### src/logic/rtt_params.svh
// Constants of the radio test and timer register block: offsets, field
// positions, reset values, seeds and timing figures.
// Assumes inclusion by bare name from the block's modules and bench.
`ifndef RTT_PARAMS_SVH
`define RTT_PARAMS_SVH

// Register byte addresses
`define RTT_RF_TEST_OFS     32'h4000_00E0
`define RTT_TIMGEN_OFS      32'h4000_00F0
`define RTT_COARSE_OFS      32'h4000_00F4
`define RTT_PRECISE_OFS     32'h4000_00F8
`define RTT_CAPTURE_OFS     32'h4000_00FC
`define RTT_CTL2_OFS        32'h4000_0200
`define RTT_SAMPLE_OFS      32'h4000_0100
`define RTT_IRQ_STS_OFS     32'h4000_0104
`define RTT_IRQ_CLR_OFS     32'h4000_0108
`define RTT_IRQ_EN_OFS      32'h4000_010C

// Reset values
`define RTT_RST_ZERO        32'h0000_0000

// Test control field positions
`define RTT_RX_INF_BIT      31
`define RTT_TX_INF_BIT      15
`define RTT_LEN_SRC_BIT     14
`define RTT_PRBS_SEL_BIT    13
`define RTT_PLD_SRC_BIT     12
`define RTT_TX_LEN_MSB      8

// Second control register field positions
`define RTT_RSSI_SEL_BIT    21
`define RTT_WAKE_STS_BIT    20
`define RTT_RSV_A_BIT       19
`define RTT_RSV_B_BIT       18
`define RTT_RSV_C_BIT       17

// Interrupt status bit positions
`define RTT_IRQ_COARSE      0
`define RTT_IRQ_PRECISE     1
`define RTT_IRQ_CAPTURE     2
`define RTT_IRQ_PREFETCH    3

// Generator seeds
`define RTT_PRBS9_SEED      9'h1FF
`define RTT_PRBS15_SEED     15'h7FFF

// Time base: one count of the base counter, coarse compare grain
`define RTT_BASE_TICK_US    625
`define RTT_COARSE_RES_MS   10
`define RTT_COARSE_LOW_MSB  3

`endif

### src/logic/rtt_pkg.sv
// Types shared by the radio test and timer register block.
// Assumes the constants header sits beside it.
`default_nettype none
package rtt_pkg;
	typedef logic [26:0] rtt_time_t;
	typedef logic [3:0]  rtt_irq_t;
	typedef enum logic [1:0] {
		RTT_WAKE_IDLE = 2'b00,
		RTT_WAKE_PWR  = 2'b01,
		RTT_WAKE_LP   = 2'b10
	} rtt_wake_t;
endpackage
`default_nettype wire

### src/logic/rtt_prbs_if.sv
// Link between the register block and its payload generator.
// Assumes both ends run on the same clock.
`timescale 1ns/1ps
`default_nettype none
interface rtt_prbs_if;
	logic       seed;
	logic       advance;
	logic       sel15;
	logic [7:0] pbyte;
	modport gen  (input seed, input advance, input sel15, output pbyte);
	modport user (output seed, output advance, output sel15, input pbyte);
endinterface
`default_nettype wire

### src/logic/rtt_regs.sv
// Radio test and timer register block: test payload control, prefetch
// timing, coarse and precise timer compares, counter capture, control two.
// Assumes a base time counter and radio datapath on the same clock, and a
// register port with one-cycle strobes and read data one cycle later.
`timescale 1ns/1ps
`default_nettype none
`include "rtt_params.svh"
module rtt_regs (
	input  wire logic              clk,
	input  wire logic              reset,
	input  wire logic [31:0]       reg_addr,
	input  wire logic [31:0]       reg_wdata,
	input  wire logic              reg_wr,
	input  wire logic              reg_rd,
	output logic [31:0]            reg_rdata_q,
	input  wire rtt_pkg::rtt_time_t base_time_count,
	input  wire logic              rf_test_mode,
	input  wire logic              pkt_start,
	input  wire logic              byte_req,
	input  wire logic [7:0]        descriptor_adv_len,
	input  wire logic [7:0]        mem_payload_byte,
	input  wire logic [15:0]       us_to_event,
	input  wire logic [7:0]        rssi_peak,
	input  wire logic [7:0]        rssi_avg,
	input  wire logic              lp_wake_irq,
	input  wire logic              radio_powered,
	input  wire logic              lp_clk_tick,
	output logic                   irq_q,
	output logic                   endless_rx_window_q,
	output logic                   endless_tx_payload_q,
	output logic [8:0]             tx_len_q,
	output logic [7:0]             tx_byte_q,
	output logic [8:0]             pattern_index_q,
	output logic                   prefetch_q,
	output logic [7:0]             rssi_q,
	output logic                   lp_wake_status_q
);
	import rtt_pkg::*;

	logic        tx_len_source_q;
	logic        prbs_select_q;
	logic        tx_payload_source_q;
	logic [8:0]  test_tx_len_q;
	logic [7:0]  table_prefetch_us_q;
	logic [15:0] coarse_target_q;
	rtt_time_t   precise_target_q;
	logic        capture_request_q;
	rtt_time_t   sample_q;
	logic        rssi_source_select_q;
	logic [2:0]  reserved_ctl_q;
	rtt_irq_t    sts_q;
	rtt_irq_t    sts_d;
	rtt_irq_t    en_q;
	rtt_irq_t    evt;
	rtt_wake_t   wake_st_q;
	logic        coarse_match, precise_match, prefetch_match;
	logic        coarse_match_q, precise_match_q, prefetch_match_q;
	logic        wr_rf, wr_timgen, wr_coarse, wr_precise;
	logic        wr_capture, wr_ctl2, wr_clr, wr_en;
	logic        prbs_mode;
	logic        pattern_wrap;
	logic        wake_clear;

	rtt_prbs_if p ();

	rtt_prbs_gen u_prbs (
		.clk   (clk),
		.reset (reset),
		.g     (p.gen)
	);

	// Write decode; unmapped addresses are simply ignored
	assign wr_rf      = reg_wr && (reg_addr == `RTT_RF_TEST_OFS);
	assign wr_timgen  = reg_wr && (reg_addr == `RTT_TIMGEN_OFS);
	assign wr_coarse  = reg_wr && (reg_addr == `RTT_COARSE_OFS);
	assign wr_precise = reg_wr && (reg_addr == `RTT_PRECISE_OFS);
	assign wr_capture = reg_wr && (reg_addr == `RTT_CAPTURE_OFS);
	assign wr_ctl2    = reg_wr && (reg_addr == `RTT_CTL2_OFS);
	assign wr_clr     = reg_wr && (reg_addr == `RTT_IRQ_CLR_OFS);
	assign wr_en      = reg_wr && (reg_addr == `RTT_IRQ_EN_OFS);

	// Test control register; only named fields are stored
	always_ff @(posedge clk) begin
		if (reset) begin
			endless_rx_window_q  <= 1'b0;
			endless_tx_payload_q <= 1'b0;
			tx_len_source_q      <= 1'b0;
			prbs_select_q        <= 1'b0;
			tx_payload_source_q  <= 1'b0;
			test_tx_len_q        <= 9'h000;
		end else if (wr_rf) begin
			endless_rx_window_q  <= reg_wdata[`RTT_RX_INF_BIT];
			endless_tx_payload_q <= reg_wdata[`RTT_TX_INF_BIT];
			tx_len_source_q      <= reg_wdata[`RTT_LEN_SRC_BIT];
			prbs_select_q        <= reg_wdata[`RTT_PRBS_SEL_BIT];
			tx_payload_source_q  <= reg_wdata[`RTT_PLD_SRC_BIT];
			test_tx_len_q        <= reg_wdata[`RTT_TX_LEN_MSB:0];
		end
	end

	// Prefetch and timer targets; the write decodes never overlap
	always_ff @(posedge clk) begin
		if (reset) begin
			table_prefetch_us_q <= 8'h00;
			coarse_target_q     <= 16'h0000;
			precise_target_q    <= 27'h000_0000;
		end else if (wr_timgen) begin
			table_prefetch_us_q <= reg_wdata[7:0];
		end else if (wr_coarse) begin
			coarse_target_q <= reg_wdata[15:0];
		end else if (wr_precise) begin
			precise_target_q <= reg_wdata[26:0];
		end
	end

	// Capture takes one cycle after the write, then the request drops
	always_ff @(posedge clk) begin
		if (reset) begin
			capture_request_q <= 1'b0;
			sample_q          <= 27'h000_0000;
		end else if (capture_request_q) begin
			sample_q          <= base_time_count;
			capture_request_q <= 1'b0;
		end else if (wr_capture) begin
			capture_request_q <= reg_wdata[0];
		end
	end

	// Second control register: RSSI select and keep-at-zero controls
	always_ff @(posedge clk) begin
		if (reset) begin
			rssi_source_select_q <= 1'b0;
			reserved_ctl_q       <= 3'b000;
		end else if (wr_ctl2) begin
			rssi_source_select_q <= reg_wdata[`RTT_RSSI_SEL_BIT];
			reserved_ctl_q       <= reg_wdata[`RTT_RSV_A_BIT:`RTT_RSV_C_BIT];
		end
	end

	// RSSI report follows the select bit
	always_ff @(posedge clk) begin
		if (reset) begin
			rssi_q <= 8'h00;
		end else begin
			rssi_q <= rssi_source_select_q ? rssi_avg : rssi_peak;
		end
	end

	// Compares; events fire on the first cycle of a match only, because the
	// counter holds each value for a whole 625 us tick
	assign coarse_match   = (base_time_count[`RTT_COARSE_LOW_MSB:0] == 4'h0)
		&& (base_time_count[19:4] == coarse_target_q);
	assign precise_match  = (base_time_count == precise_target_q);
	assign prefetch_match = (us_to_event == {8'h00, table_prefetch_us_q});

	always_ff @(posedge clk) begin
		if (reset) begin
			coarse_match_q   <= 1'b0;
			precise_match_q  <= 1'b0;
			prefetch_match_q <= 1'b0;
			prefetch_q       <= 1'b0;
		end else begin
			coarse_match_q   <= coarse_match;
			precise_match_q  <= precise_match;
			prefetch_match_q <= prefetch_match;
			prefetch_q       <= prefetch_match && !prefetch_match_q;
		end
	end

	// Event vector for the sticky status
	always_comb begin
		evt = '0;
		evt[`RTT_IRQ_COARSE]   = coarse_match && !coarse_match_q;
		evt[`RTT_IRQ_PRECISE]  = precise_match && !precise_match_q;
		evt[`RTT_IRQ_CAPTURE]  = capture_request_q;
		evt[`RTT_IRQ_PREFETCH] = prefetch_match && !prefetch_match_q;
	end

	// Set beats clear so an event in the clearing cycle survives
	always_comb begin
		sts_d = sts_q;
		if (wr_clr) begin
			sts_d = sts_d & ~reg_wdata[3:0];
		end
		sts_d = sts_d | evt;
	end

	always_ff @(posedge clk) begin
		if (reset) begin
			sts_q <= 4'h0;
			en_q  <= 4'h0;
			irq_q <= 1'b0;
		end else begin
			sts_q <= sts_d;
			if (wr_en) begin
				en_q <= reg_wdata[3:0];
			end
			irq_q <= |(sts_d & (wr_en ? reg_wdata[3:0] : en_q));
		end
	end

	// Wake status: set by the wake line, self-acknowledged after power up
	// and one more low-power tick; a new wake event outranks the clear
	assign wake_clear = (wake_st_q == RTT_WAKE_LP) && lp_clk_tick;

	always_ff @(posedge clk) begin
		if (reset) begin
			wake_st_q        <= RTT_WAKE_IDLE;
			lp_wake_status_q <= 1'b0;
		end else begin
			if (lp_wake_irq) begin
				lp_wake_status_q <= 1'b1;
			end else if (wake_clear) begin
				lp_wake_status_q <= 1'b0;
			end
			case (wake_st_q)
				RTT_WAKE_IDLE: begin
					if (lp_wake_irq) begin
						wake_st_q <= RTT_WAKE_PWR;
					end
				end
				RTT_WAKE_PWR: begin
					if (radio_powered) begin
						wake_st_q <= RTT_WAKE_LP;
					end
				end
				RTT_WAKE_LP: begin
					if (lp_wake_irq) begin
						wake_st_q <= RTT_WAKE_PWR;
					end else if (lp_clk_tick) begin
						wake_st_q <= RTT_WAKE_IDLE;
					end
				end
				default: wake_st_q <= RTT_WAKE_IDLE;
			endcase
		end
	end

	// Payload length: test length only counts inside RF test mode
	always_ff @(posedge clk) begin
		if (reset) begin
			tx_len_q <= 9'h000;
		end else if (rf_test_mode && tx_len_source_q) begin
			tx_len_q <= test_tx_len_q;
		end else begin
			tx_len_q <= {1'b0, descriptor_adv_len};
		end
	end

	// Generator hookup; it is reseeded at each packet start
	assign prbs_mode  = rf_test_mode && tx_payload_source_q;
	assign p.seed     = pkt_start;
	assign p.advance  = byte_req && prbs_mode;
	assign p.sel15    = prbs_select_q;

	// Memory pattern index wraps at the test length in endless mode; a length
	// of zero pins the index at zero rather than running away
	assign pattern_wrap = endless_tx_payload_q && !prbs_mode
		&& (pattern_index_q + 9'h001 >= test_tx_len_q);

	always_ff @(posedge clk) begin
		if (reset || pkt_start) begin
			pattern_index_q <= 9'h000;
		end else if (byte_req && !prbs_mode) begin
			pattern_index_q <= pattern_wrap ? 9'h000 : pattern_index_q + 9'h001;
		end
	end

	// Payload byte source
	always_ff @(posedge clk) begin
		if (reset) begin
			tx_byte_q <= 8'h00;
		end else if (byte_req) begin
			tx_byte_q <= prbs_mode ? p.pbyte : mem_payload_byte;
		end
	end

	// Read data, one cycle after the strobe; unmapped reads give zero
	always_ff @(posedge clk) begin
		if (reset || !reg_rd) begin
			reg_rdata_q <= `RTT_RST_ZERO;
		end else if (reg_addr == `RTT_RF_TEST_OFS) begin
			reg_rdata_q <= {endless_rx_window_q, 15'h0000, endless_tx_payload_q,
				tx_len_source_q, prbs_select_q, tx_payload_source_q, 3'b000,
				test_tx_len_q};
		end else if (reg_addr == `RTT_TIMGEN_OFS) begin
			reg_rdata_q <= {24'h00_0000, table_prefetch_us_q};
		end else if (reg_addr == `RTT_COARSE_OFS) begin
			reg_rdata_q <= {16'h0000, coarse_target_q};
		end else if (reg_addr == `RTT_PRECISE_OFS) begin
			reg_rdata_q <= {5'h00, precise_target_q};
		end else if (reg_addr == `RTT_CAPTURE_OFS) begin
			reg_rdata_q <= {31'h0000_0000, capture_request_q};
		end else if (reg_addr == `RTT_CTL2_OFS) begin
			reg_rdata_q <= {10'h000, rssi_source_select_q, lp_wake_status_q,
				reserved_ctl_q, 17'h0_0000};
		end else if (reg_addr == `RTT_SAMPLE_OFS) begin
			reg_rdata_q <= {5'h00, sample_q};
		end else if (reg_addr == `RTT_IRQ_STS_OFS) begin
			reg_rdata_q <= {28'h000_0000, sts_q};
		end else if (reg_addr == `RTT_IRQ_EN_OFS) begin
			reg_rdata_q <= {28'h000_0000, en_q};
		end else begin
			reg_rdata_q <= `RTT_RST_ZERO;
		end
	end
endmodule
`default_nettype wire

### src/logic/rtt_prbs_gen.sv
// Payload generator: two LFSRs yielding eight bits per advance.
// Assumes seed and advance are one-cycle pulses on clk.
`timescale 1ns/1ps
`default_nettype none
`include "rtt_params.svh"
module rtt_prbs_gen (
	input wire logic clk,
	input wire logic reset,
	rtt_prbs_if.gen  g
);
	import rtt_pkg::*;

	logic [8:0]  s9_q;
	logic [14:0] s15_q;
	logic [8:0]  c9  [0:8];
	logic [14:0] c15 [0:8];
	logic [7:0]  b9;
	logic [7:0]  b15;

	// Eight shift steps ahead; the byte on offer is the next eight bits
	assign c9[0]  = s9_q;
	assign c15[0] = s15_q;
	for (genvar i = 0; i < 8; i++) begin : g_step
		assign b9[7-i]   = c9[i][8];
		assign c9[i+1]   = {c9[i][7:0], c9[i][8] ^ c9[i][4]};
		assign b15[7-i]  = c15[i][14];
		assign c15[i+1]  = {c15[i][13:0],
			c15[i][13] ^ c15[i][12] ^ c15[i][11] ^ c15[i][1] ^ c15[i][0]};
	end

	// Type select picks which sequence feeds the payload
	assign g.pbyte = g.sel15 ? b15 : b9;

	// Both registers step together so a type change mid-packet stays defined
	always_ff @(posedge clk) begin
		if (reset || g.seed) begin
			s9_q  <= `RTT_PRBS9_SEED;
			s15_q <= `RTT_PRBS15_SEED;
		end else if (g.advance) begin
			s9_q  <= c9[8];
			s15_q <= c15[8];
		end
	end
endmodule
`default_nettype wire

### config.mk
export PLATFORM = sky130hd
export DESIGN_NAME = rtt_regs
export DESIGN_NICKNAME = d
export VERILOG_FILES = /design/src/logic/rtt_pkg.sv /design/src/logic/rtt_prbs_if.sv /design/src/logic/rtt_regs.sv /design/src/logic/rtt_prbs_gen.sv
export VERILOG_INCLUDE_DIRS = /design/src /design/src/logic
export SDC_FILE = /design/constraint.sdc
export NUM_CORES = 1
export LEC_CHECK = 0
export ABC_CLOCK_PERIOD_IN_PS = 2600
export BUFFER_PORTS_ARGS = -buffer_cell sky130_fd_sc_hd__buf_2
export CORE_ASPECT_RATIO = 1.25
export CORE_MARGIN = 1
export CORE_UTILIZATION = 35
export DETAILED_ROUTE_END_ITERATION = 6
export PLACE_DENSITY_LB_ADDON = 0.05
export SLEW_MARGIN = 40
export SYNTH_ARGS = -nofsm -noshare
export SYNTH_HDL_FRONTEND = slang
export SYNTH_SLANG_ARGS = --single-unit
### constraint.sdc
create_clock -name clk -period 2.6 [get_ports clk]
set_input_delay 0.26 -clock clk [delete_from_list [all_inputs] [get_ports clk]]
set_output_delay 0.26 -clock clk [all_outputs]
set_load 0.05 [all_outputs]
# --- Word level (Yosys, flattened, before mapping) ---
# Index checks and enable logic that the tools add are counted.
word_totals:
  reg_bits: 203
  latchBits: 0
  ramBits: 0
  mem_bits_ro: 0
  in_bits: 149
  output_inout_bits: 71
  elab_cells: 162
  mem_count: 0
classes:
  add_sub_neg: 1
  n_mul: 0
  div_mod_pow: 0
  n_lt_le_gt_ge: 1
  eq_ne: 18
  shifts: 0
  muxes: 23
  bitwise: 48
  reduce_logical: 38
op_table:
  columns: ["operator", "count"]
  rows:
  - ["$eq A32 B31 Y1 const B", 10]
  - ["$mux W27", 6]
  - ["$xor A1 B1 Y1", 40]
  - ["$mux W32", 1]
  - ["$mux W8", 4]
  - ["$eq A27 B27 Y1", 1]
  - ["$logic_and A1 B1 Y1", 19]
  - ["$eq A16 B16 Y1", 1]
  - ["$eq A16 B8 Y1", 1]
  - ["$mux W4", 4]
  - ["$add A9 B1 Y9 const B", 1]
  - ["$ge A9 B9 Y1", 1]
  - ["$mux W9", 1]
  - ["$reduce_or A9 Y1", 1]
  - ["$and A4 B4 Y4", 2]
  - ["$mux W2", 4]
  - ["$reduce_or A4 Y1", 2]
  - ["$pmux W2 S3", 1]
  - ["$reduce_and A3 Y1", 2]
  - ["$reduce_or A3 Y1", 2]
  - ["$logic_not A1 Y1", 5]
  - ["$logic_not A4 Y1", 1]
  - ["$ne A2 B2 Y1 const B", 2]
  - ["$not A1 Y1", 4]
  - ["11 further kinds", 13]

# --- Longest topological paths before layout ---
# Gate-level depths: netlist of the first run.
depth:
  ltp_word: 11
  depth_mapped: 12
  mapped_depth_nobuf: 11

# --- By module ---
# A second synthesis of the first run with hierarchy kept.
unflattened:
  hier_cells: 1011
  hier_area_um2: 9047.4
modules_own_cells:
  columns: ["mod", "n_inst", "cells_each", "area_each_um2", "seq_area_each_um2"]
  rows:
  - ["rtt_regs", 1, 895, 7915.1, 3503.4]
  - ["rtt_prbs_gen", 1, 116, 1132.3, 480.5]

# --- Worst setup path after synthesis of the first run ---
# OpenSTA, ideal clock, no wires.
synth_path:
  path_type: "reg-to-reg"
  from: "reg pattern_index_q[0]"
  to: "reg pattern_index_q[4]"
  setup_ns: 0.074
  arrival_time_ns: 2.988
  required_time_ns: 2.526
  setup_slack_ns: -0.462
  path_stages_with_launch: 13
  n_path_buf: 1
  period_less_slack_ns: 3.062
  path_cell_list: "dfxtp_1 > ha_1 > nand3_1 > nor2_1 > xor2_1 > ha_1 > a2111o_1 > a31oi_1 > o21ai_0 > a22oi_1 > clkbuf_1 > nand3_1 > a31oi_1"
synth_between:
  elab_chain_cells: 4
synth_lines:
  columns: ["element", "line_no", "source"]
  rows:
  - ["from (decl)", "rtt_regs.sv:33", "output logic [8:0] pattern_index_q,"]
  - ["from (signal assigned)", "rtt_regs.sv:265", "pattern_index_q <= pattern_wrap ? 9'h000 : pattern_index_q + 9'h001;"]
  - ["$add A9 B1 Y9 (*)", "rtt_regs.sv:259, rtt_regs.sv:265", null]
  - ["$ge A9 B9 Y1", "rtt_regs.sv:259", "&& (pattern_index_q + 9'h001 >= test_tx_len_q);"]
  - ["$logic_and A1 B1 Y1", "rtt_regs.sv:259", null]
  - ["$mux W9 (*)", "rtt_regs.sv:265", null]
# Every way passes the cells marked *; elsewhere a longest branch is shown, timed or not.
# A chain may end at the register's enable or synchronous reset.

# --- Worst setup path in the final report of the first run ---
layout_path:
  from: "reg pattern_index_q[0]"
  to: "reg pattern_index_q[2]"
# The elaborated chain is that of the path after synthesis.

==> results.sh, run 1 <==
export IMPL_ys_flop_type="dfxtp_1"
export IMPL_crit_required_ns=2.96
export IMPL_worst_slew_pin_slew_ns=0.824
export IMPL_initial_core_util_pct=35.9
export IMPL_dpl_cell_area_mm2=0.0104
export IMPL_design_die_area_mm2=0.0259
export IMPL_synth_distinct_cells=58
export IMPL_relSlewSlack_pct=45.1
export IMPL_ys_seq_area_share_pct=45.1
export IMPL_fp_dieH_um=180
export IMPL_grt_pass1_vias=7640
export IMPL_r2r_start="pattern_index_q[0]$_SDFFE_PP0P_"
export IMPL_cap_violations=0
export IMPL_io_pins=220
export IMPL_clk_latency_ns=0.44
export IMPL_synth_simple_area_share_pct=21.3
export IMPL_synthToLayoutAreaGrowth_pct=26.2
export IMPL_fin_nets=1385
export IMPL_final_util_pct=45.3
export IMPL_place_ws_ns=0.0967
export IMPL_p_leak_nw=4.34
export IMPL_rows=64
export IMPL_drive_above_1_share_pct=27.1
export IMPL_hold_path_class="input pin to register"
export IMPL_synth_ff_latch_count=199
export IMPL_fmax_ghz=0.411
export IMPL_reg2reg_setup_slack_ns=0.17
export IMPL_synth_compound_area_share_pct=13.1
export IMPL_fin_ws_ns=0.166
export IMPL_wl_per_cell_um=17.4
export IMPL_grt_max_degree=74
export IMPL_numCtsBuffers=17
export IMPL_synth_cells=1007
export IMPL_critPathLaunchType="register"
export IMPL_grt_util_all_layers_pct=21.4
export IMPL_setup_worst_path_end_class="register"
export IMPL_synth_area_per_cell_um2=8.77
export IMPL_ant_nets=0
export IMPL_cp_max_fo=6
export IMPL_stdcell_area_mm2=0.0111
export IMPL_drt_initial_drc_count=550
export IMPL_p_per_area_mw_per_mm2=568
export IMPL_synthArstFlopShare_pct=0
export IMPL_hold_viol=0
export IMPL_synth_edf_count=0
export IMPL_synth_top_family_by_area="simple AND/OR/NAND/NOR gates"
export IMPL_gp_congestion=0.770
export IMPL_fp_dieW_um=144
export IMPL_fin_skew_ns=0.00953
export IMPL_reg2reg_depth=12
export IMPL_status="completed"
export IMPL_clk_pin_slew_ns=0.07
export IMPL_timing_setup_tns_ns=0
export IMPL_cts_tree="built"
export IMPL_root_buffer="clkbuf_16"
export IMPL_gr_total_overflow=0
export IMPL_clkSinkCount=199
export IMPL_synth_fa_ha_area_share_pct=1.42
export IMPL_period_minus_slack_ns=2.43
export IMPL_yosysWarnings=0
export IMPL_wl_um=27300
export IMPL_drc_errors=0
export IMPL_min_delay_start="reg_wdata[31]"
export IMPL_hold_depth=3
export IMPL_rsz0062_at_grt="false"
export IMPL_syn_area_mm2=0.00883
export IMPL_firstDrtPassIters=7
export IMPL_fillerInstances=2533
export IMPL_viasPerCell=5.07
export IMPL_ir_worst_vdd_mv=0.446
export IMPL_arrival_ns=2.79
export IMPL_slew_viol_final=0
export IMPL_grt_pass1_wl_um=42400
export IMPL_antenna_found_initial=2
export IMPL_clk_path_buf_depth=2
export IMPL_synthMuxAreaShare_pct=7.29
export IMPL_vias=7959
export IMPL_worst_setup_path_type="register to register"
export IMPL_coreArea_mm2=0.0246
export IMPL_synth_xor_area_share_pct=7.64
export IMPL_dpl_hpwl_um=19900
export IMPL_port_buffers=211
export IMPL_n_antenna_cell=0
export IMPL_crit_start="pattern_index_q[0]$_SDFFE_PP0P_"
export IMPL_hold_buffers=0
export IMPL_htreeDepth=4
export IMPL_fin_crit_sh_pct=93.6
export IMPL_setup_viol=0
[stage by stage]
step | cells | total power, mW | hold WS (ns)
after floorplan | 1010 | 3.40 | 0.377
after global placement | 1528 | 3.63 | 0.413
after detailed placement | 1528 | 3.63 | 0.415
after CTS | 1560 | 6.41 | 0.0384
after global routing | 1569 | 6.58 | 0.0529
final | 1569 | 6.33 | 0.0559
[repair_timing]
action | CTS | global route
setup buffers | 0 | 8
endpoints found under the setup margin | 0 | 8
resized for setup | 0 | 14
[cell usage in the layout (no fill, tap or decap), types with 10 or more instances in the layout]
master | netlist | final
nor4_1 | 16 | 16
o211ai_1 | 14 | 14
nand2_1 | 177 | 176
clkbuf_16 | 0 | 17
mux2_2 | 10 | 10
a222oi_1 | 24 | 24
dfxtp_1 | 199 | 194
nand4_1 | 15 | 15
a21oi_1 | 85 | 85
mux2i_1 | 53 | 53
nor2_1 | 99 | 97
xnor2_1 | 55 | 55
buf_4 | 9 | 45
a22oi_1 | 15 | 14
inv_1 | 14 | 14
nand3_1 | 47 | 45
xor2_1 | 22 | 22
o21ai_0 | 11 | 10
buf_2 | 10 | 211
[power by group]
group          internal (mW)  switching [mW]  total, mW
Sequential              3.06          0.0109       3.07
Clock                   1.50            1.27       2.77
Combinational          0.169           0.311      0.480
Total                   4.74            1.59       6.33
[cell type report]
cell class	count	area (µm²)	share of cell area, %
multi-input cells	731	4550	40.8
flip-flops and latches	199	4000	35.9
repair buffers	262	1510	13.5
clock buffers	19	453	4.07
well taps	330	413	3.71
clock inverters	13	164	1.47
inverters	15	56.3	0.505
[layer usage]
metal | routed length (µm) | part of all wire, % | up-vias | global-route usage [%]
li1 | - | - | 3966 | -
met1 | 11700 | 43 | 3737 | 26.8
met2 | 13500 | 49 | 230 | 36.4
met3 | 1660 | 6.1 | 22 | 4.50
met4 | 395 | 1.4 | 4 | 6.21
met5 | 22 | 0.081 | - | 0
[kinds of logic (layout without fill, tap and decap cells)]
group | Yosys count | in the layout
flops | 199 | 199
buf+inv | 80 | 309
mux | 63 | 63
compound gates | 176 | 176
simple gates | 401 | 401
other cells | 1 | 4
xor+xnor | 77 | 77
fa+ha+maj | 10 | 10
[cell usage after synthesis (all sizes together) (2+ instances only)]
cell type / number / area (µm²)
a31oi: 6 / 37.5
and2: 3 / 18.8
inv: 14 / 52.6
nand2: 178 / 676
a22oi: 15 / 113
a31o: 2 / 17.5
a222oi: 24 / 240
a21oi: 85 / 425
o2bb2ai: 2 / 17.5
and3: 3 / 21.3
or2: 2 / 12.5
o211ai: 14 / 105
mux2i: 53 / 531
nand2b: 2 / 12.5
ha: 10 / 125
nor4: 23 / 214
a21o: 4 / 30.0
nand4: 16 / 106
clkbuf: 40 / 150
nand3b: 4 / 30.0
o21ai: 11 / 55.1
nand3: 48 / 245
xor2: 22 / 193
nor3: 7 / 40.0
nor2: 99 / 372
and4: 2 / 18.8
nor2b: 7 / 43.8
dfxtp: 199 / 3980
xnor2: 55 / 482
buf: 25 / 151
mux2: 10 / 113
a221oi: 5 / 43.8
nor4b: 3 / 26.3
[critical path, cell delays in order (launching register included)]
cell	delay, ns
dfxtp_4	0.39
ha_2	0.21
nand3_4	0.09
nor2_4	0.14
xor2_1	0.08
ha_1	0.20
a2111o_1	0.34
a31oi_1	0.14
o21ai_1	0.11
a22oi_2	0.21
buf_6	0.16
nand4b_1	0.11
a31oi_1	0.18
[sequential cells by signal, summed over array words and instances (netlist names), 2 cells and up]
name and flops:
u_prbs.s9_q 9, table_prefetch_us_q 8, tx_byte_q 8, sample_q 27, reg_rdata_q 28, coarse_target_q 16
pattern_index_q 9, wake_st_q 2, tx_len_q 9, u_prbs.s15_q 15, rssi_q 8, reserved_ctl_q 3
sts_q 4, precise_target_q 27, test_tx_len_q 9, en_q 4
[worst paths after layout]
| kind | endpoint |
|---|---|
| worst max-delay path | pattern_index_q[2]$_SDFFE_PP0P_ |
| worst min-delay path | endless_rx_window_q$_SDFFE_PP0P_ |
| worst max register to register | pattern_index_q[2]$_SDFFE_PP0P_ |
| worst min register to register | prefetch_q$_SDFF_PP0_ |
(Power assumes the default switching activity.)
==> run 2, diff against run 1 <==
--- a/config.mk
+++ b/config.mk
@@ -11,6 +11,7 @@
 export CORE_ASPECT_RATIO = 1.25
 export CORE_MARGIN = 1
 export CORE_UTILIZATION = 35
+export CTS_BUF_LIST = sky130_fd_sc_hd__clkbuf_8
 export DETAILED_ROUTE_END_ITERATION = 6
 export PLACE_DENSITY_LB_ADDON = 0.05
 export SLEW_MARGIN = 40
==> results.sh, run 2 (synthesized netlist as in run 1, its figures left out) <==
export IMPL_timing_setup_tns_ns=0
export IMPL_dpl_hpwl_um=19900
export IMPL_relSlewSlack_pct=45.7
export IMPL_crit_path_frequent_cell="a31oi_1"
export IMPL_fin_nets=1413
export IMPL_fp_dieH_um=180
export IMPL_period_minus_slack_ns=2.44
export IMPL_critPathTopFamily="compound AO/OA/AOI/OAI gates"
export IMPL_final_common_cell="buf_2"
export IMPL_rows=64
export IMPL_reg_largest_list="reg_rdata_q: 28 flops, precise_target_q: 27 flops, sample_q: 27 flops"
export IMPL_place_inst=1528
export IMPL_grt_pass1_wl_um=42700
export IMPL_fin_crit_sh_pct=93.8
export IMPL_cts_tree="built"
export IMPL_fmax_ghz=0.410
export IMPL_crit_required_ns=2.99
export IMPL_fin_skew_ns=0.0175
export IMPL_io_pins=220
export IMPL_critical_path_depth=12
export IMPL_instances_no_fill=1598
export IMPL_reg2reg_depth=12
export IMPL_drc_errors=0
export IMPL_wl_per_cell_um=17.2
export IMPL_mostFrequentLayoutCells="buf_2, dfxtp_1, nand2_1"
export IMPL_gp_congestion=0.770
export IMPL_rsz0062_at_grt="false"
export IMPL_fillerInstances=2536
export IMPL_cap_violations=0
export IMPL_ant_nets=0
export IMPL_drt_initial_drc_count=518
export IMPL_hold_depth=3
export IMPL_gr_total_overflow=0
export IMPL_holdWs_ns=0.0300
export IMPL_arrival_ns=2.83
export IMPL_multi_input_area_mm2=0.00455
export IMPL_slowest_stage="dfxtp_4"
export IMPL_antenna_found_initial=2
export IMPL_top_register="reg_rdata_q"
export IMPL_drive_above_1_share_pct=26.5
export IMPL_hold_viol=0
export IMPL_grt_pass1_vias=7752
export IMPL_wl_um=27500
export IMPL_wl_met1_um=11800
export IMPL_top_layer_used="met5"
export IMPL_htreeDepth=4
export IMPL_crit_buf_inv=1
export IMPL_p_leak_nw=4.37
export IMPL_numCtsBuffers=17
export IMPL_clk_path_buf_depth=2
export IMPL_coreArea_mm2=0.0246
export IMPL_fp_dieW_um=144
export IMPL_regArea_mm2=0.00400
export IMPL_clk_latency_ns=0.47
export IMPL_root_buffer="clkbuf_8"
export IMPL_path_cells="ha_2 -> nand3_4 -> nor2_4 -> xor2_1 -> ha_1 -> a2111o_1 -> a31oi_1 -> o21ai_1 -> a22oi_2 -> buf_6 -> nand4b_1 -> a31oi_1"
export IMPL_synthToLayoutAreaGrowth_pct=27.2
export IMPL_grt_max_degree=74
export IMPL_worst_setup_path_type="register to register"
export IMPL_largest_reg_flops=28
export IMPL_met3_length_um=1650
export IMPL_cp_max_fo=6
export IMPL_clk_pin_slew_ns=0.10
export IMPL_status="completed"
export IMPL_worst_slew_pin_slew_ns=0.814
export IMPL_viasPerCell=5.04
export IMPL_hold_path_class="input pin to register"
export IMPL_port_buffers=211
export IMPL_final_util_pct=45.7
export IMPL_vias=8050
export IMPL_design_die_area_mm2=0.0259
export IMPL_initial_core_util_pct=35.9
export IMPL_critPathMaxStageDelay_ns=0.40
export IMPL_grt_util_all_layers_pct=21.5
export IMPL_clkSinkCount=199
export IMPL_firstDrtPassIters=6
export IMPL_ir_worst_vdd_mv=0.303
export IMPL_slew_viol_final=0
export IMPL_setup_viol=0
export IMPL_setup_worst_path_end_class="register"
export IMPL_critPathLaunchType="register"
export IMPL_route_met2_wl_um=13600
export IMPL_p_per_area_mw_per_mm2=509
run 2: layout make-up:
class                           instances  area share, %
Timing Repair Buffer                  290           15.9
Clock inverter                         13           1.46
Clock buffer                           19           2.33
Antenna cell                            1         0.0223
Inverter                               15          0.501
Sequential cell                       199           35.6
Tap cell                              330           3.68
Multi-Input combinational cell        731           40.5
run 2: final timing paths:
path                                   startpoint                              end  slack [ns]
setup / recovery  pattern_index_q[0]$_SDFFE_PP0P_  pattern_index_q[2]$_SDFFE_PP0P_        0.16
hold / removal              descriptor_adv_len[0]           tx_len_q[0]$_SDFF_PP0_        0.03
setup reg to reg  pattern_index_q[0]$_SDFFE_PP0P_  pattern_index_q[2]$_SDFFE_PP0P_        0.16
hold reg to reg       prefetch_match_q$_SDFF_PP0_            prefetch_q$_SDFF_PP0_        0.43
run 2: per-layer routing:
layer | vias up | GRT usage, %
met5 | - | 0
met4 | 4 | 5.83
met3 | 24 | 4.50
met2 | 236 | 36.9
met1 | 3759 | 26.7
li1 | 4027 | -
run 2: metrics by stage:
stage          setup slack [ns]  total power, mW  cell area, µm²
6_report                  0.160             5.72           11200
5_1_grt                 0.00230             5.96           11200
4_1_cts                  0.0294             5.80           11100
3_5_place_dp             0.0967             3.63           10400
3_3_place_gp             0.0988             3.63           10400
2_1_floorplan           0.00941             3.40            8860
run 2: what timing repair did:
item / 4_1_cts / 5_1_grt
setup buffers: 0 / 8
resized for setup: 0 / 14
hold endpoints to repair: 25 / 0
endpoints found under the setup margin: 0 / 9
hold buffers: 28 / 0
run 2: power breakdown:
group | switching [mW] | internal, mW
Combinational | 0.316 | 0.197
Sequential | 0.0111 | 3.07
Clock | 1.19 | 0.940
run 2: worst register-to-register path, stage by stage, from the launching register on:
cell and delay, ns:
dfxtp_4 0.40, ha_2 0.21, nand3_4 0.09, nor2_4 0.14
xor2_1 0.08, ha_1 0.20, a2111o_1 0.34, a31oi_1 0.14
o21ai_1 0.11, a22oi_2 0.21, buf_6 0.16, nand4b_1 0.11
a31oi_1 0.18
==> run 3, diff against run 2 <==
--- a/config.mk
+++ b/config.mk
@@ -6,6 +6,7 @@
 export SDC_FILE = /design/constraint.sdc
 export NUM_CORES = 1
 export LEC_CHECK = 0
+export ABC_AREA = 1
 export ABC_CLOCK_PERIOD_IN_PS = 2600
 export BUFFER_PORTS_ARGS = -buffer_cell sky130_fd_sc_hd__buf_2
 export CORE_ASPECT_RATIO = 1.25
==> results.sh, run 3 <==
export IMPL_status="completed"
export IMPL_initial_core_util_pct=36.0
export IMPL_setup_worst_path_end_class="register"
export IMPL_drc_errors=0
export IMPL_grt_util_all_layers_pct=22.0
export IMPL_viasPerCell=4.76
export IMPL_drt_initial_drc_count=380
export IMPL_rows=67
export IMPL_crit_path_frequent_cell="nand3_1"
export IMPL_top_usage_layer="met2"
export IMPL_setup_viol=0
export IMPL_fin_skew_ns=0.0217
export IMPL_clk_pin_slew_ns=0.11
export IMPL_crit_required_ns=2.96
export IMPL_wl_per_cell_um=15.8
export IMPL_fin_crit_sh_pct=92.7
export IMPL_synth_largest_area_cell="dfxtp_1"
export IMPL_cp_max_fo=9
export IMPL_slowest_stage="dfxtp_2"
export IMPL_design_die_area_mm2=0.0285
export IMPL_critPathLaunchType="register"
export IMPL_vias=9277
export IMPL_met1_usage_pct=26.4
export IMPL_dpl_hpwl_um=22900
export IMPL_post_cts_buffers=0
export IMPL_grt_use_met2_pct=40.0
export IMPL_switching_power_mw=1.51
export IMPL_gr_total_overflow=0
export IMPL_gr_usage_met3_pct=3.97
export IMPL_io_pins=220
export IMPL_ys_seq_area_share_pct=40.9
export IMPL_clk_path_buf_depth=2
export IMPL_coreArea_mm2=0.0271
export IMPL_rsz0062_at_grt="false"
export IMPL_reg_largest_list="reg_rdata_q: 28 flops, precise_target_q: 27 flops, sample_q: 27 flops"
export IMPL_synth_cells=1375
export IMPL_clock_power_share_pct=36.7
export IMPL_worst_slew_pin_slew_ns=0.662
export IMPL_hold_depth=3
export IMPL_p_per_area_mw_per_mm2=485
export IMPL_fillerInstances=2899
export IMPL_antenna_found_initial=1
export IMPL_fp_dieW_um=151
export IMPL_numCtsBuffers=17
export IMPL_synthToLayoutAreaGrowth_pct=20.3
export IMPL_critPathMaxStageDelay_ns=0.35
export IMPL_fp_dieH_um=188
export IMPL_place_inst=1905
export IMPL_clkSinkCount=199
export IMPL_synth_ff_latch_count=199
export IMPL_largest_reg_flops=28
export IMPL_mostFrequentLayoutCells="nand2_1, buf_2, dfxtp_1"
export IMPL_root_buffer="clkbuf_8"
export IMPL_port_buffers=211
export IMPL_pwr_share_comb_pct=9.2
export IMPL_grt_max_degree=88
export IMPL_min_delay_start="rssi_peak[1]"
export IMPL_synth_top_cell_area_share_pct=40.9
export IMPL_grt_pass1_wl_um=47900
export IMPL_crit_start="pattern_index_q[0]$_SDFFE_PP0P_"
export IMPL_dpl_cell_area_mm2=0.0112
export IMPL_period_minus_slack_ns=2.41
export IMPL_synth_area_per_cell_um2=7.08
export IMPL_path_cells="ha_2 -> and3_4 -> nand3_1 -> nand3b_1 -> xor2_1 -> inv_1 -> ha_4 -> nand2_1 -> nor2_2 -> nand3b_1 -> nand4_1 -> nand3_1 -> buf_6 -> nand3_1 -> a21oi_2"
export IMPL_reg2reg_depth=15
export IMPL_ant_nets=0
export IMPL_grt_pass1_vias=9071
export IMPL_instances_no_fill=1947
export IMPL_ys_flop_type="dfxtp_1"
export IMPL_ir_worst_vdd_mv=0.280
export IMPL_fin_nets=1749
export IMPL_stdcell_area_mm2=0.0117
export IMPL_htreeDepth=4
export IMPL_relSlewSlack_pct=55.8
export IMPL_r2r_start="pattern_index_q[0]$_SDFFE_PP0P_"
export IMPL_holdPathEnd="rssi_q[1]$_SDFF_PP0_"
export IMPL_synth_edf_count=0
export IMPL_hold_viol=0
export IMPL_timing_rr_end="pattern_index_q[4]$_SDFFE_PP0P_"
export IMPL_slew_viol_final=0
export IMPL_netSwitchingFraction_pct=26.7
export IMPL_hold_path_class="input pin to register"
export IMPL_arrival_ns=2.77
export IMPL_final_common_cell="nand2_1"
export IMPL_clk_latency_ns=0.48
export IMPL_wl_um=30800
export IMPL_firstDrtPassIters=4
export IMPL_synth_distinct_cells=45
export IMPL_synthArstFlopShare_pct=0
export IMPL_power_frac_seq_pct=54.2
export IMPL_yosysMostFrequentCell="nand2_1"
export IMPL_cap_violations=0
export IMPL_cts_tree="built"
export IMPL_power_internal_mw=4.17
export IMPL_drive_above_1_share_pct=20.8
export IMPL_critPathTopFamily="simple AND/OR/NAND/NOR gates"
export IMPL_timing_setup_tns_ns=0
export IMPL_yosys_top_cells_area="dfxtp_1, nand2_1, a21oi_1"
export IMPL_worst_setup_path_type="register to register"
export IMPL_gp_congestion=0.813
export IMPL_synth_commonest_cells="nand2_1, dfxtp_1, nor2_1, inv_1, a21oi_1"
export IMPL_reg2reg_setup_slack_ns=0.19
export IMPL_n_antenna_cell=0
export IMPL_fmax_ghz=0.415
export IMPL_p_leak_nw=5.33
export IMPL_syn_area_mm2=0.00973
export IMPL_holdWs_ns=0.0278
export IMPL_crit_buf_inv=2
export IMPL_yosysWarnings=0
export IMPL_top_register="reg_rdata_q"
## run 3: worst max path at each step
stage	to	slack (ns)	depth (start not counted)
final	pattern_index_q[4]$_SDFFE_PP0P_	0.19	15
after detailed placement	pattern_index_q[8]$_SDFFE_PP0P_	0.14	15
after global routing	pattern_index_q[8]$_SDFFE_PP0P_	0.004	15
after floorplan	pattern_index_q[0]$_SDFFE_PP0P_	0.003	14
after global placement	pattern_index_q[8]$_SDFFE_PP0P_	0.15	15
after CTS	pattern_index_q[8]$_SDFFE_PP0P_	0.11	15
## run 3: area by class of cell
type                            count  area, µm²  area share, %
Timing Repair Buffer              249       1380           11.8
Clock buffer                       19        262           2.23
Sequential cell                   199       3990           34.1
Clock inverter                     12        140           1.20
Tap cell                          345        432           3.69
Multi-Input combinational cell    961       4900           41.9
Inverter                          162        608           5.19
## run 3: power by group through the flow
stage	Sequential, mW	Combinational (mW)	Clock (mW)
floorplan	3.23	0.201	0
CTS	3.08	0.525	2.15
detailed placement	3.15	0.511	0
finish	3.08	0.520	2.08
global placement	3.15	0.509	0
global route	3.08	0.571	2.26
## run 3: cells by family (layout without fill, tap and decap cells)
| kind of cell | after synthesis | count (layout) | share of synthesized area (%) |
|---|---|---|---|
| fa+ha+maj | 10 | 10 | 1.29 |
| other cells | 1 | 4 | 0.0385 |
| flops | 199 | 199 | 40.9 |
| simple gates | 599 | 599 | 26.9 |
| buf+inv | 218 | 442 | 9.09 |
| xor+xnor | 62 | 62 | 5.86 |
| compound gates | 286 | 286 | 15.9 |
## run 3: through the flow
step           power [mW]  setup WS [ns]  utilization [%]
2_1_floorplan        3.43        0.00309                -
3_3_place_gp         3.66          0.150             41.2
3_5_place_dp         3.66          0.144             41.2
4_1_cts              5.76          0.112             43.1
5_1_grt              5.91        0.00389             43.2
6_report             5.68          0.190             43.2
## run 3: what timing repair did
item                                   in CTS  in global routing
setup endpoints to repair                   0                  9
hold buffers                               11                  0
endpoints found under the hold margin       9                  0
gates resized for setup                     0                  6
## run 3: metal layers
| layer | part of all wire, % | up-vias | wire length [µm] |
|---|---|---|---|
| met4 | 0.99 | 2 | 306 |
| met5 | 0.026 | - | 8 |
| li1 | - | 4853 | - |
| met1 | 44 | 4218 | 13400 |
| met2 | 51 | 185 | 15600 |
| met3 | 4.5 | 19 | 1370 |
## run 3: worst min-delay path: cells and delay by family
kind                   cells  cell delay, ns
AOI/OAI and AO/OA          1            0.06
and+or+nand+nor            1            0.07
buffers and inverters      1            0.07
